## config.mk

```make
export PLATFORM = sky130hd
export DESIGN_NAME = btc_exec
export DESIGN_NICKNAME = d
export VERILOG_FILES = /design/src/design/btc_pkg.sv /design/src/design/btc_exec.sv
export SDC_FILE = /design/constraint.sdc
export NUM_CORES = 1
export LEC_CHECK = 0
export BUFFER_PORTS_ARGS = -buffer_cell sky130_fd_sc_hd__buf_2
export CAP_MARGIN = 20
export CORE_ASPECT_RATIO = 0.6
export CORE_MARGIN = 2
export CORE_UTILIZATION = 30
export CTS_CLUSTER_SIZE = 20
export DETAILED_ROUTE_END_ITERATION = 12
export HOLD_SLACK_MARGIN = 0.06
export PLACE_DENSITY_LB_ADDON = 0.2
export REMOVE_ABC_BUFFERS = 1
export SYNTH_ARGS = -nofsm -noshare
export SYNTH_HDL_FRONTEND = slang
export SYNTH_SLANG_ARGS = --single-unit
```

## constraint.sdc

```tcl
create_clock -name clk -period 4.58 [get_ports clk]
set_input_delay 0.687 -clock clk [delete_from_list [all_inputs] [get_ports clk]]
set_output_delay 0.687 -clock clk [all_outputs]
set_load 0.005 [all_outputs]
```

## src/design/btc_pkg.sv

```systemverilog
// constants for the bit-test and call execution unit
// assumes a byte-wide core bus with one access per bus cycle
package btc_pkg;
  // opcodes
  localparam logic [7:0] OP_TEST_AB = 8'h94;
  localparam logic [7:0] OP_TEST_AI = 8'h96;
  localparam logic [7:0] OP_TEST_BI = 8'h97;
  localparam logic [7:0] OP_PREFIX = 8'hCE;
  localparam logic [7:0] OP_CALL_IND = 8'hFB;
  localparam logic [7:0] OP_CALL_LONG = 8'hF2;
  localparam logic [7:0] OP_CALL_SHORT = 8'hF0;
  localparam logic [5:0] OP_CCALL_LONG_HI = 6'h3A;
  localparam logic [5:0] OP_CCALL_SHORT_HI = 6'h38;
  localparam logic [7:0] OP_TEST_BRI = 8'hDC;
  localparam logic [7:0] OP_TEST_HLI = 8'h9D;
  // condition field codes
  localparam logic [1:0] CC_CARRY = 2'h0;
  localparam logic [1:0] CC_NCARRY = 2'h1;
  localparam logic [1:0] CC_ZERO = 2'h2;
  localparam logic [1:0] CC_NZERO = 2'h3;
  // flag positions in the system condition register
  localparam int FLAG_Z = 0;
  localparam int FLAG_C = 1;
  localparam int FLAG_N = 3;
  // reset values
  localparam logic [15:0] PC_RESET = 16'h0000;
  localparam logic [15:0] SP_RESET = 16'h0000;
  localparam logic [7:0] SC_RESET = 8'hC0;
  localparam logic [7:0] BANK_RESET = 8'h00;
  // return address offsets
  localparam logic [15:0] RET3 = 16'h0003;
  localparam logic [15:0] RET2 = 16'h0002;
  localparam logic [15:0] ONE = 16'h0001;
  // bus cycle counts
  localparam logic [3:0] CYC_CL_MIN = 4'h5;
  localparam logic [3:0] CYC_CL_MAX = 4'h6;
  localparam logic [3:0] CYC_CL_NT = 4'h3;
  localparam logic [3:0] CYC_CS_MIN = 4'h4;
  localparam logic [3:0] CYC_CS_MAX = 4'h5;
  localparam logic [3:0] CYC_CS_NT = 4'h2;
  typedef enum logic [6:0] {
    ST_FETCH = 7'h01,
    ST_OPER = 7'h02,
    ST_READ = 7'h04,
    ST_VEC = 7'h08,
    ST_PUSH = 7'h10,
    ST_DONE = 7'h20,
    ST_TRAP = 7'h40
  } btc_state_e;
endpackage

```

## src/design/btc_exec.sv

```systemverilog
// execution unit for bit tests and subroutine calls of an 8-bit core
// assumes a byte memory with one-cycle read data and an external accumulator/B/pointer file
// How it works
// - 94H ANDs B with A, sets only N and Z, A untouched.
// - 96H ANDs an immediate byte with A for flags only.
// - every bit test sets N from bit 7 and Z on zero result.
// - short-absolute test addresses base page high, operand byte low, read only.
// - pointer-indirect test reads byte at pointer pair, ANDs immediate, no write.
// - banked models put the data page register on data page bits.
// - indirect call reads target low then high byte from operand address.
// - three-byte calls push first address plus three.
// - banked maximum mode pushes bank, PC high, PC low; SP drops three.
// - minimum or small models push PC high and low; SP drops two.
// - taken banked call copies next bank into code bank.
// - long relative target is first address plus two plus signed 16-bit.
// - untaken banked conditional call reloads next bank from code bank.
// - condition codes: carry 00, no carry 01, zero 10, not zero 11.
// - long conditional call takes 5, 6 or 3 cycles.
// - short relative call pushes first address plus two.
// - short relative target is first address plus one plus signed 8-bit.
// - small models have no bank registers; code address is logical PC.
// - small models read indirect call pointer from 16-bit address alone.
// - short conditional call takes 4, 5 or 2 cycles.
module btc_exec
  import btc_pkg::*;
(
  input wire logic clk,
  input wire logic reset_n,
  input wire logic clkEn,
  input wire logic bankedModel,
  input wire logic maxMode,
  input wire logic [7:0] accA,
  input wire logic [7:0] regB,
  input wire logic [15:0] pointerPairReg,
  input wire logic [7:0] basePageReg,
  input wire logic [7:0] dataPageReg,
  input wire logic nextBankWe,
  input wire logic [7:0] nextBankWdata,
  input wire logic [7:0] memRdata,
  output logic [23:0] memAddr,
  output logic memRd,
  output logic memWr,
  output logic [7:0] memWdata,
  output logic [15:0] pc,
  output logic [15:0] sp,
  output logic [7:0] sysCond,
  output logic [7:0] codeBankReg,
  output logic [7:0] nextBankReg,
  output logic instrDone,
  output logic badOpcode
);
  // ----------------------------------------
  // state
  // ----------------------------------------
  btc_state_e state_q, state_d;
  logic [15:0] pc_q, pc_d, sp_q, sp_d, start_q, start_d, opnd_q, opnd_d, tgt_q, tgt_d;
  logic [7:0] sc_q, sc_d, cb_q, cb_d, nb_q, nb_d, op_q, op_d, op2_q, op2_d;
  logic [1:0] idx_q, idx_d;
  logic [3:0] cyc_q, cyc_d;
  logic prefix_q, prefix_d;

  // ----------------------------------------
  // decode
  // ----------------------------------------
  wire isTestAB = (op_q == OP_TEST_AB) && !prefix_q;
  wire isTestAI = (op_q == OP_TEST_AI) && !prefix_q;
  wire isTestBI = (op_q == OP_TEST_BI) && !prefix_q;
  wire isTestBR = (op_q == OP_TEST_BRI) && !prefix_q;
  wire isTestHL = (op_q == OP_TEST_HLI) && !prefix_q;
  wire isCallInd = (op_q == OP_CALL_IND) && !prefix_q;
  wire isCallLong = (op_q == OP_CALL_LONG) && !prefix_q;
  wire isCallShort = (op_q == OP_CALL_SHORT) && !prefix_q;
  wire isCcLong = (op_q[7:2] == OP_CCALL_LONG_HI) && !prefix_q;
  wire isCcShort = (op_q[7:2] == OP_CCALL_SHORT_HI) && !prefix_q;
  wire isLong = isCallLong || isCcLong;
  wire isShortCall = isCallShort || isCcShort;
  wire isCall = isLong || isShortCall || isCallInd;
  wire isTest = isTestAB || isTestAI || isTestBI || isTestBR || isTestHL;
  // condition field evaluation
  wire [1:0] ccField = op_q[1:0];
  wire condTrue = (ccField == CC_CARRY) ? sc_q[FLAG_C] :
                  (ccField == CC_NCARRY) ? !sc_q[FLAG_C] :
                  (ccField == CC_ZERO) ? sc_q[FLAG_Z] : !sc_q[FLAG_Z];
  wire isCond = isCcLong || isCcShort;
  wire taken = !isCond || condTrue;
  // bank registers only exist in the banked models
  wire useBank = bankedModel;
  wire pushThree = useBank && maxMode;
  // operand byte counts: immediates and displacements
  wire [1:0] nOper = isTestAB ? 2'd0 : (isLong || isCallInd || isTestBR) ? 2'd2
                   : 2'd1;
  // data page only applies in banked models; small models use the logical address alone
  wire [7:0] dPage = useBank ? dataPageReg : 8'h00;
  wire [7:0] cPage = useBank ? cb_q : 8'h00;
  // test operand addresses
  wire [15:0] testAddr = isTestBR ? {basePageReg, opnd_q[7:0]}
                                  : pointerPairReg;
  wire [7:0] testImm = isTestBR ? opnd_q[15:8] : opnd_q[7:0];
  wire [7:0] retLen = isShortCall ? RET2[7:0] : RET3[7:0];
  wire [15:0] retAddr = start_q + {8'h00, retLen};
  wire [15:0] shortTgt = start_q + ONE + {{8{opnd_q[7]}}, opnd_q[7:0]};
  wire [15:0] longTgt = start_q + RET2 + opnd_q;
  wire [15:0] skipPc = start_q + (isShortCall ? RET2 : RET3);
  wire [7:0] pushByte = (pushThree && idx_q == 2'd0) ? cb_q :
                        (idx_q == (pushThree ? 2'd1 : 2'd0)) ? retAddr[15:8]
                        : retAddr[7:0];
  wire [15:0] pushAddr = sp_q - {14'h0, idx_q} - ONE;
  wire [1:0] nPush = pushThree ? 2'd3 : 2'd2;
  wire [3:0] cycTaken = isLong ? (pushThree ? CYC_CL_MAX : CYC_CL_MIN)
                               : (pushThree ? CYC_CS_MAX : CYC_CS_MIN);
  wire [3:0] cycNot = isLong ? CYC_CL_NT : CYC_CS_NT;
  // memory tests use the byte latched in the read cycle
  wire [7:0] testSrc = (isTestBR || isTestHL) ? op2_q : accA;
  wire [7:0] testMask = isTestAB ? regB : isTestBI ? testImm : testImm;
  wire [7:0] testLeft = isTestBI ? regB : testSrc;
  wire [7:0] product = testLeft & testMask;

  // ----------------------------------------
  // next state
  // ----------------------------------------
  always_comb begin
    state_d = state_q;
    pc_d = pc_q;
    sp_d = sp_q;
    sc_d = sc_q;
    cb_d = cb_q;
    nb_d = nextBankWe ? nextBankWdata : nb_q;
    op_d = op_q;
    op2_d = op2_q;
    start_d = start_q;
    opnd_d = opnd_q;
    tgt_d = tgt_q;
    idx_d = idx_q;
    cyc_d = cyc_q + 4'h1;
    prefix_d = prefix_q;
    memAddr = {cPage, pc_q};
    memRd = 1'b0;
    memWr = 1'b0;
    memWdata = 8'h00;
    case (state_q)
      ST_FETCH: begin
        memRd = 1'b1;
        pc_d = pc_q + ONE;
        idx_d = 2'd0;
        if (!prefix_q) begin
          start_d = pc_q;
          cyc_d = 4'h1;
        end
        if (memRdata == OP_PREFIX && !prefix_q) begin
          prefix_d = 1'b1;
        end else begin
          op_d = memRdata;
          state_d = ST_OPER;
        end
      end
      ST_OPER: begin
        // ops with no operand fall straight through
        if (!(isTest || isCall)) begin
          state_d = ST_TRAP;
        end else if (nOper == 2'd0) begin
          state_d = ST_DONE;
        end else begin
          memRd = 1'b1;
          pc_d = pc_q + ONE;
          idx_d = idx_q + 2'd1;
          if (idx_q == 2'd0) begin
            opnd_d[7:0] = memRdata;
          end else begin
            opnd_d[15:8] = memRdata;
          end
          // decide on the last operand byte so call timing equals its bus accesses
          if (idx_q + 2'd1 == nOper) begin
            idx_d = 2'd0;
            if (isTest) begin
              state_d = (isTestBR || isTestHL) ? ST_READ : ST_DONE;
            end else if (!taken) begin
              state_d = ST_FETCH;
              prefix_d = 1'b0;
              pc_d = skipPc;
              if (useBank) begin
                nb_d = cb_q;
              end
            end else begin
              state_d = isCallInd ? ST_VEC : ST_PUSH;
            end
          end
        end
      end
      ST_READ: begin
        // bit test reads memory and never writes it back
        memRd = 1'b1;
        memAddr = {dPage, testAddr};
        op2_d = memRdata;
        state_d = ST_DONE;
      end
      ST_VEC: begin
        memRd = 1'b1;
        memAddr = {dPage, opnd_q + {15'h0, idx_q[0]}};
        idx_d = idx_q + 2'd1;
        if (idx_q == 2'd0) begin
          tgt_d[7:0] = memRdata;
        end else begin
          tgt_d[15:8] = memRdata;
          idx_d = 2'd0;
          state_d = ST_PUSH;
        end
      end
      ST_PUSH: begin
        // stack writes keep page zero
        // a frozen cycle must not repeat the write
        memWr = clkEn;
        memAddr = {8'h00, pushAddr};
        memWdata = pushByte;
        idx_d = idx_q + 2'd1;
        // the last push also commits, so no idle cycle follows
        if (idx_q + 2'd1 == nPush) begin
          state_d = ST_FETCH;
          prefix_d = 1'b0;
          idx_d = 2'd0;
          sp_d = sp_q - {14'h0, nPush};
          pc_d = isCallInd ? tgt_q : isLong ? longTgt : shortTgt;
          if (useBank) begin
            cb_d = nb_q;
          end
        end
      end
      ST_DONE: begin
        // only bit tests pass through here, to settle the flags
        state_d = ST_FETCH;
        prefix_d = 1'b0;
        if (isTest) begin
          sc_d[FLAG_N] = product[7];
          sc_d[FLAG_Z] = (product == 8'h00);
        end
      end
      ST_TRAP: begin
        state_d = ST_FETCH;
        prefix_d = 1'b0;
      end
      default: state_d = ST_FETCH;
    endcase
  end

  // ----------------------------------------
  // registers, frozen while clkEn is low
  // ----------------------------------------
  always_ff @(posedge clk or negedge reset_n) begin
    if (!reset_n) begin
      state_q <= ST_FETCH;
      pc_q <= PC_RESET;
      sp_q <= SP_RESET;
      sc_q <= SC_RESET;
      cb_q <= BANK_RESET;
      nb_q <= BANK_RESET;
      op_q <= 8'h00;
      op2_q <= 8'h00;
      start_q <= PC_RESET;
      opnd_q <= 16'h0000;
      tgt_q <= 16'h0000;
      idx_q <= 2'd0;
      cyc_q <= 4'h0;
      prefix_q <= 1'b0;
    end else if (clkEn) begin
      state_q <= state_d;
      pc_q <= pc_d;
      sp_q <= sp_d;
      sc_q <= sc_d;
      cb_q <= cb_d;
      nb_q <= nb_d;
      op_q <= op_d;
      op2_q <= op2_d;
      start_q <= start_d;
      opnd_q <= opnd_d;
      tgt_q <= tgt_d;
      idx_q <= idx_d;
      cyc_q <= cyc_d;
      prefix_q <= prefix_d;
    end
  end

  // ----------------------------------------
  // outputs
  // ----------------------------------------
  assign pc = pc_q;
  assign sp = sp_q;
  assign sysCond = sc_q;
  assign codeBankReg = cb_q;
  assign nextBankReg = nb_q;
  assign instrDone = clkEn && (state_q == ST_FETCH) && !prefix_q;
  assign badOpcode = (state_q == ST_TRAP);

  // ----------------------------------------
  // checks
  // ----------------------------------------
  wire doneNow = clkEn && state_d == ST_FETCH
    && (state_q == ST_OPER || state_q == ST_PUSH || state_q == ST_DONE);
  property p_test_flags;
    @(posedge clk) disable iff (!reset_n)
    doneNow && isTest |=> sysCond[FLAG_N] == $past(product[7])
      && sysCond[FLAG_Z] == ($past(product) == 8'h00);
  endproperty
  a_test_flags: assert property (p_test_flags) else $error("bit test flags wrong");
  property p_test_nowrite;
    @(posedge clk) disable iff (!reset_n)
    isTest && state_q != ST_FETCH |-> !memWr;
  endproperty
  a_test_nowrite: assert property (p_test_nowrite) else $error("bit test wrote memory");
  property p_test_other_flags;
    @(posedge clk) disable iff (!reset_n)
    doneNow && isTest |=> sysCond[FLAG_C] == $past(sc_q[FLAG_C]);
  endproperty
  a_test_other_flags: assert property (p_test_other_flags) else $error("carry touched");
  property p_call_flags;
    @(posedge clk) disable iff (!reset_n)
    doneNow && isCall |=> $stable(sysCond);
  endproperty
  a_call_flags: assert property (p_call_flags) else $error("call changed flags");
  property p_sp_drop;
    @(posedge clk) disable iff (!reset_n)
    doneNow && isCall && taken |=> sp == $past(sp_q) - (pushThree ? 16'd3 : 16'd2);
  endproperty
  a_sp_drop: assert property (p_sp_drop) else $error("stack drop wrong");
  property p_bank_copy;
    @(posedge clk) disable iff (!reset_n)
    doneNow && isCall && taken && useBank |=> codeBankReg == $past(nb_q);
  endproperty
  a_bank_copy: assert property (p_bank_copy) else $error("bank not switched");
  property p_nb_restore;
    @(posedge clk) disable iff (!reset_n)
    doneNow && isCond && !condTrue && useBank |=> nextBankReg == $past(cb_q);
  endproperty
  a_nb_restore: assert property (p_nb_restore) else $error("next bank kept");
  property p_skip_pc;
    @(posedge clk) disable iff (!reset_n)
    doneNow && isCond && !condTrue |=> pc == $past(skipPc) && $stable(sp);
  endproperty
  a_skip_pc: assert property (p_skip_pc) else $error("skip pc wrong");
  property p_cycles;
    @(posedge clk) disable iff (!reset_n)
    doneNow && (isLong || isShortCall) |-> cyc_q + 4'h1 == (taken ? cycTaken : cycNot);
  endproperty
  a_cycles: assert property (p_cycles) else $error("cycle count wrong");
  c_call_long: cover property (@(posedge clk) doneNow && isLong && taken);
  c_call_skip: cover property (@(posedge clk) doneNow && isCond && !condTrue);
  c_test_mem: cover property (@(posedge clk) doneNow && isTestHL);
  c_call_ind: cover property (@(posedge clk) doneNow && isCallInd && pushThree);
endmodule

```

Word-level counts from Yosys, hierarchy flattened. Index checks and enable logic that the tools add are counted.

Add/sub/neg operators: 12. Equality and inequality tests: 33. Mux-type cells: 66. Bitwise operators: 5. Reductions and logical operators: 55.

Operators with widths (number): 16-bit 2-to-1 mux (9); 8-bit 2-to-1 mux (17); 8-bit equality test, second input constant (9); 24-bit case mux with 3 select lines (1); 16-bit case mux with 3 select lines (1); 7-bit 2-to-1 mux (6); 7-bit case mux with 5 select lines (1); 16-bit by 1-bit adder with 16-bit output, second input constant (2); 16-bit adder (2); 16-bit by 2-bit adder with 16-bit output (2); 16-bit by 2-bit subtractor with 16-bit output (2); 5-bit AND reduction (4); 2-bit inequality test, second input constant (9); 3-bit AND reduction (6); 1-bit 2-to-1 mux (17); 16-bit by 1-bit adder with 16-bit output (1); 16-bit by 2-bit adder with 16-bit output, second input constant (1); 16-bit by 1-bit subtractor with 16-bit output, second input constant (1); 1-bit logical AND (15); 1-bit logical OR (14); 2-bit 2-to-1 mux (7); 6-bit equality test, second input constant (2); 6-bit 2-to-1 mux (2); 5-bit 2-to-1 mux (2); 28 further kinds (38).

Flip-flop bits (word level): 124. Word-level logic and storage cells: 186.

Depth between registers and ports, before layout.
Depth after elaboration: 12. Depth in mapped cells: 13.

Worst setup path after synthesis. No wires, ideal clock.

Path type: reg-to-output. From: reg op_q[1]. To: out memAddr[2]. Arrival: 2.367 ns. Slack: 1.526 ns. Stages on the path, launching flop included: 9. Path through: dfrtp_1 buf_2 or3b_4 nor3_4 buf_2 buf_2 mux2_2 nor3_1 a21oi_1.

Cells in the longest elaborated chain, start to end: 4.

Ends and longest elaborated chain: from (decl) (RTL line btc_exec.sv:57) `logic [7:0] sc_q, sc_d, cb_q, cb_d, nb_q, nb_d, op_q, op_d, op2_q, op2_d;`; from (signal assigned) (RTL line btc_exec.sv:270) `op_q <= op_d;`; 8-bit equality test (RTL line btc_exec.sv:68) `wire isTestBR = (op_q == OP_TEST_BRI) && !prefix_q;`; 1-bit logical AND (RTL line btc_exec.sv:68); 16-bit 2-to-1 mux (RTL line btc_exec.sv:96) `wire [15:0] testAddr = isTestBR ? {basePageReg, opnd_q[7:0]}`; 24-bit case mux with 3 select lines (RTL line btc_exec.sv:140) `case (state_q)`; to (decl) (RTL line btc_exec.sv:40) `output logic [23:0] memAddr,`.

Every way passes these cells.

Worst setup path after layout.
From: reg op_q[0]. To: out memAddr[13].

Same word-level chain as after synthesis.

==> metrics.txt <==
Mapped Cells=1182; vias in the first global route=just over 9000; TritonRoute pass-1 iters=5; DRC=0; min cycle time layout=around 4200 ps; Core Area=approximately 33000 sq um; Post-Synth XOR/XNOR Area=between 8 and 9%; register area=around 3100 sq um; mux cell area share after synthesis=around 11%; Via density=5.53; DR iter-0 viols=around 1100; Cell variety after synth=85; detailed-route via count=~9900; final HPWL from detailed placement=about 33000 um; actual slew at the worst max-slew pin=1020 ps; clk_skew=~12 ps; Worst-Skew Late Latency=approximately 440 ps; most frequent cells in the layout=buf_2, nand2_1, dfrtp_1; Ports=approximately 160; Synth top area share=between 30 and 40%; number of CTS-inserted buffers=17; Leakage=5.54 nW; wire length per cell=about 23 um; initial antenna violation count=1; pre-CTS setup slack=about 880 ps; yosys warns=0; Worst Setup Slack, final=around 380 ps; Hold WC Path Type=primary input to asynchronous set/reset pin; antenna-violating nets left=0; top_reg_cell synth=dfrtp_1; worst-path cell chain=or3b_4 -> nor3_4 -> buf_4 -> mux2i_1 -> o21ai_0 -> a21oi_1 -> o21ai_0 -> buf_2; Die Area=35200 sq um; pin count of the biggest net entering global routing=63; Simple-Gate Fraction of Synth Area=20.2%; Top cell by count, worst path=o21ai_0; CTS Hold Bufs=0; Slew Viols, Final=0; Critical Path AT=about 3500 ps; commonest non-fill, non-tap cell in the layout=buf_2; Layout Cells excl Fill=around 1800; max_cap viols=0; Avg Cell Area, Syn=around 8.5 sq um; placer congestion estimate=~0.95; Syn Std Cell Area=10100 sq um; Setup crit start kind=flip-flop; PortBufs=between 150 and 200; CP Buf/Inv Count=2; Die H=roughly 150 um; final wirelength=~42000 um; Post-Synth Adder-Cell Area=~7.7%; Post-synth ARST share=100%; Final nets=around 1400; synth top area cells=dfrtp_1, mux2_2, ha_1, nand2_1, xnor2_1; clk slew on worst S/H paths=approximately 60 ps; Setup crit end kind=output pin; layout overhead on the synthesized area=19.0%; Synth area leader=dfrtp_1; fmax=between 0.2 and 0.25 GHz; RSZ-0062 raised after global routing=false; sequential fraction of the synthesis area=30.7%; GRT Resource Usage Total=23.7%; Compound-Gate Fraction of Synth Area=18.4%; Post-synth EDFFs=0; number of fill cells=3592; first-pass GRT wire length=a little over 60000 um; VDD IR max=between 0.0002 and 0.0003 V; CTS sink cnt=between 100 and 150; Seq cells post-synth=124; Crit Path Class=flip-flop to output pin; area of the multi-input gates=6620 sq um; die width=241 um; Relative slew margins=between 30% and 40%; grt ovf=0; H-tree levels=4; setup_tns=0 ps; placed insts=about 1800; share of post-route cells with drive strength above 1=~22%; main combinational cell family by area after synthesis=simple AND/OR/NAND/NOR gates; clock root cell=clkbuf_16; CTS tree=yes; CTS resizes=0; outcome=completed; worst-path fanout max=16; worst-path cell with the longest stage delay=dfrtp_1; Clock Tree Buf Depth=2; crit-path leading delay family=simple AND/OR/NAND/NOR gates; starting density of the core=30.2%; max incr delay on CP=approximately 540 ps; Pwr Density=roughly 440 nW/um^2; CP required=3890 ps; final hold violation count=0; Setup Buffers After CTS=0; period utilization=between 90% and 100%; standard-cell rows=52; # setup viols final=0
==> path summary, 6_finish.rpt <==
path / start / endpoint / slack [ps] / depth (start not counted)
min reg2reg: tgt_q[8]$_DFFE_PN0P_ / tgt_q[8]$_DFFE_PN0P_ / 500 / 1
max: op_q[0]$_DFFE_PN0P_ / memAddr[13] / 380 / 8
min: reset_n / start_q[9]$_DFFE_PN0P_ / 210 / 1
max in group asynchronous: reset_n / sp[1]$_DFFE_PN0P_ / 3370 / 2
min in group clk: tgt_q[8]$_DFFE_PN0P_ / tgt_q[8]$_DFFE_PN0P_ / 500 / 1
max reg2reg: opnd_q[4]$_DFFE_PN0P_ / pc[14]$_DFFE_PN0P_ / 1020 / 10
==> per-stage QoR <==
step | total power [mW] | hold WS [ps] | util [%] | cell area, sq um
2_1_floorplan | 2.90 | 391 | - | 9830
3_3_place_gp | 3.77 | 487 | 34.1 | 11400
3_5_place_dp | 3.79 | 492 | 34.1 | 11400
4_1_cts | 5.26 | 243 | 36.0 | 12000
5_1_grt | 5.58 | 262 | 36.0 | 12000
6_report | 5.28 | 212 | 36.0 | 12000
==> per-layer routing <==
| metal | GRT usage [%] | vias up | wire length, um |
|---|---|---|---|
| met5 | 0 | - | 0 |
| met4 | 3.61 | 0 | 367 |
| met3 | 8.49 | 37 | 4830 |
| met2 | 30.4 | 495 | 16000 |
| met1 | 37.2 | 4826 | 20600 |
| li1 | - | 4555 | - |
==> logic make-up after synthesis <==
group	after synthesis
xor gates and xnor gates	94
AOI/OAI and AO/OA	279
and+or+nand+nor	429
buffers and inverters	96
adders and majority gates	57
other	2
DFF	124
muxes	101
==> state kept, by name (all words and copies together), names as in the netlist, 7 cells and up <==
| signal | flops |
|---|---|
| sp | 16 |
| start_q | 16 |
| tgt_q | 16 |
| pc | 16 |
| state_q | 7 |
| opnd_q | 16 |
| op_q | 8 |
| codeBankReg | 8 |
| op2_q | 8 |
| nextBankReg | 8 |
==> report_power, final <==
| part | total [mW] | switching [mW] | leakage (nW) | internal (mW) |
|---|---|---|---|---|
| clock | 1.45 | 0.572 | 0.291 | 0.881 |
| combinational | 2.10 | 1.24 | 3.63 | 0.864 |
| sequential | 1.72 | 0.461 | 1.62 | 1.26 |
==> worst register-to-register path, cell delays in order, from the launching register on <==
cell and delay, ps:
dfrtp_1 600, ha_1 280, fa_1 490, a21oi_1 360, o311a_1 390, o22ai_1 160
o22ai_1 360, o21ai_0 180, mux2i_1 180, nor2_1 310, o22a_1 200
==> final cells by class <==
class	count	share of cell area [%]
Sequential cell	124	25.8
Inverter	28	0.874
Clock inverter	14	1.51
Tap cell	459	4.78
Multi-Input combinational cell	966	55.0
Antenna cell	1	0.0208
Clock buffer	18	3.65
Timing Repair Buffer	184	8.31
==> synth_stat cells, types with 17 or more instances <==
library cell and n:
a211oi_1 17, a21oi_1 69, clkbuf_1 46, dfrtp_1 123, ha_1 49, inv_1 26, mux2_2 57, mux2i_1 38
nand2_1 151, nand3_1 49, nor2_1 107, nor3_1 22, o21ai_0 53, o22ai_1 21, xnor2_1 55, xor2_1 39
No activity file was read; power rests on OpenSTA's default activity.
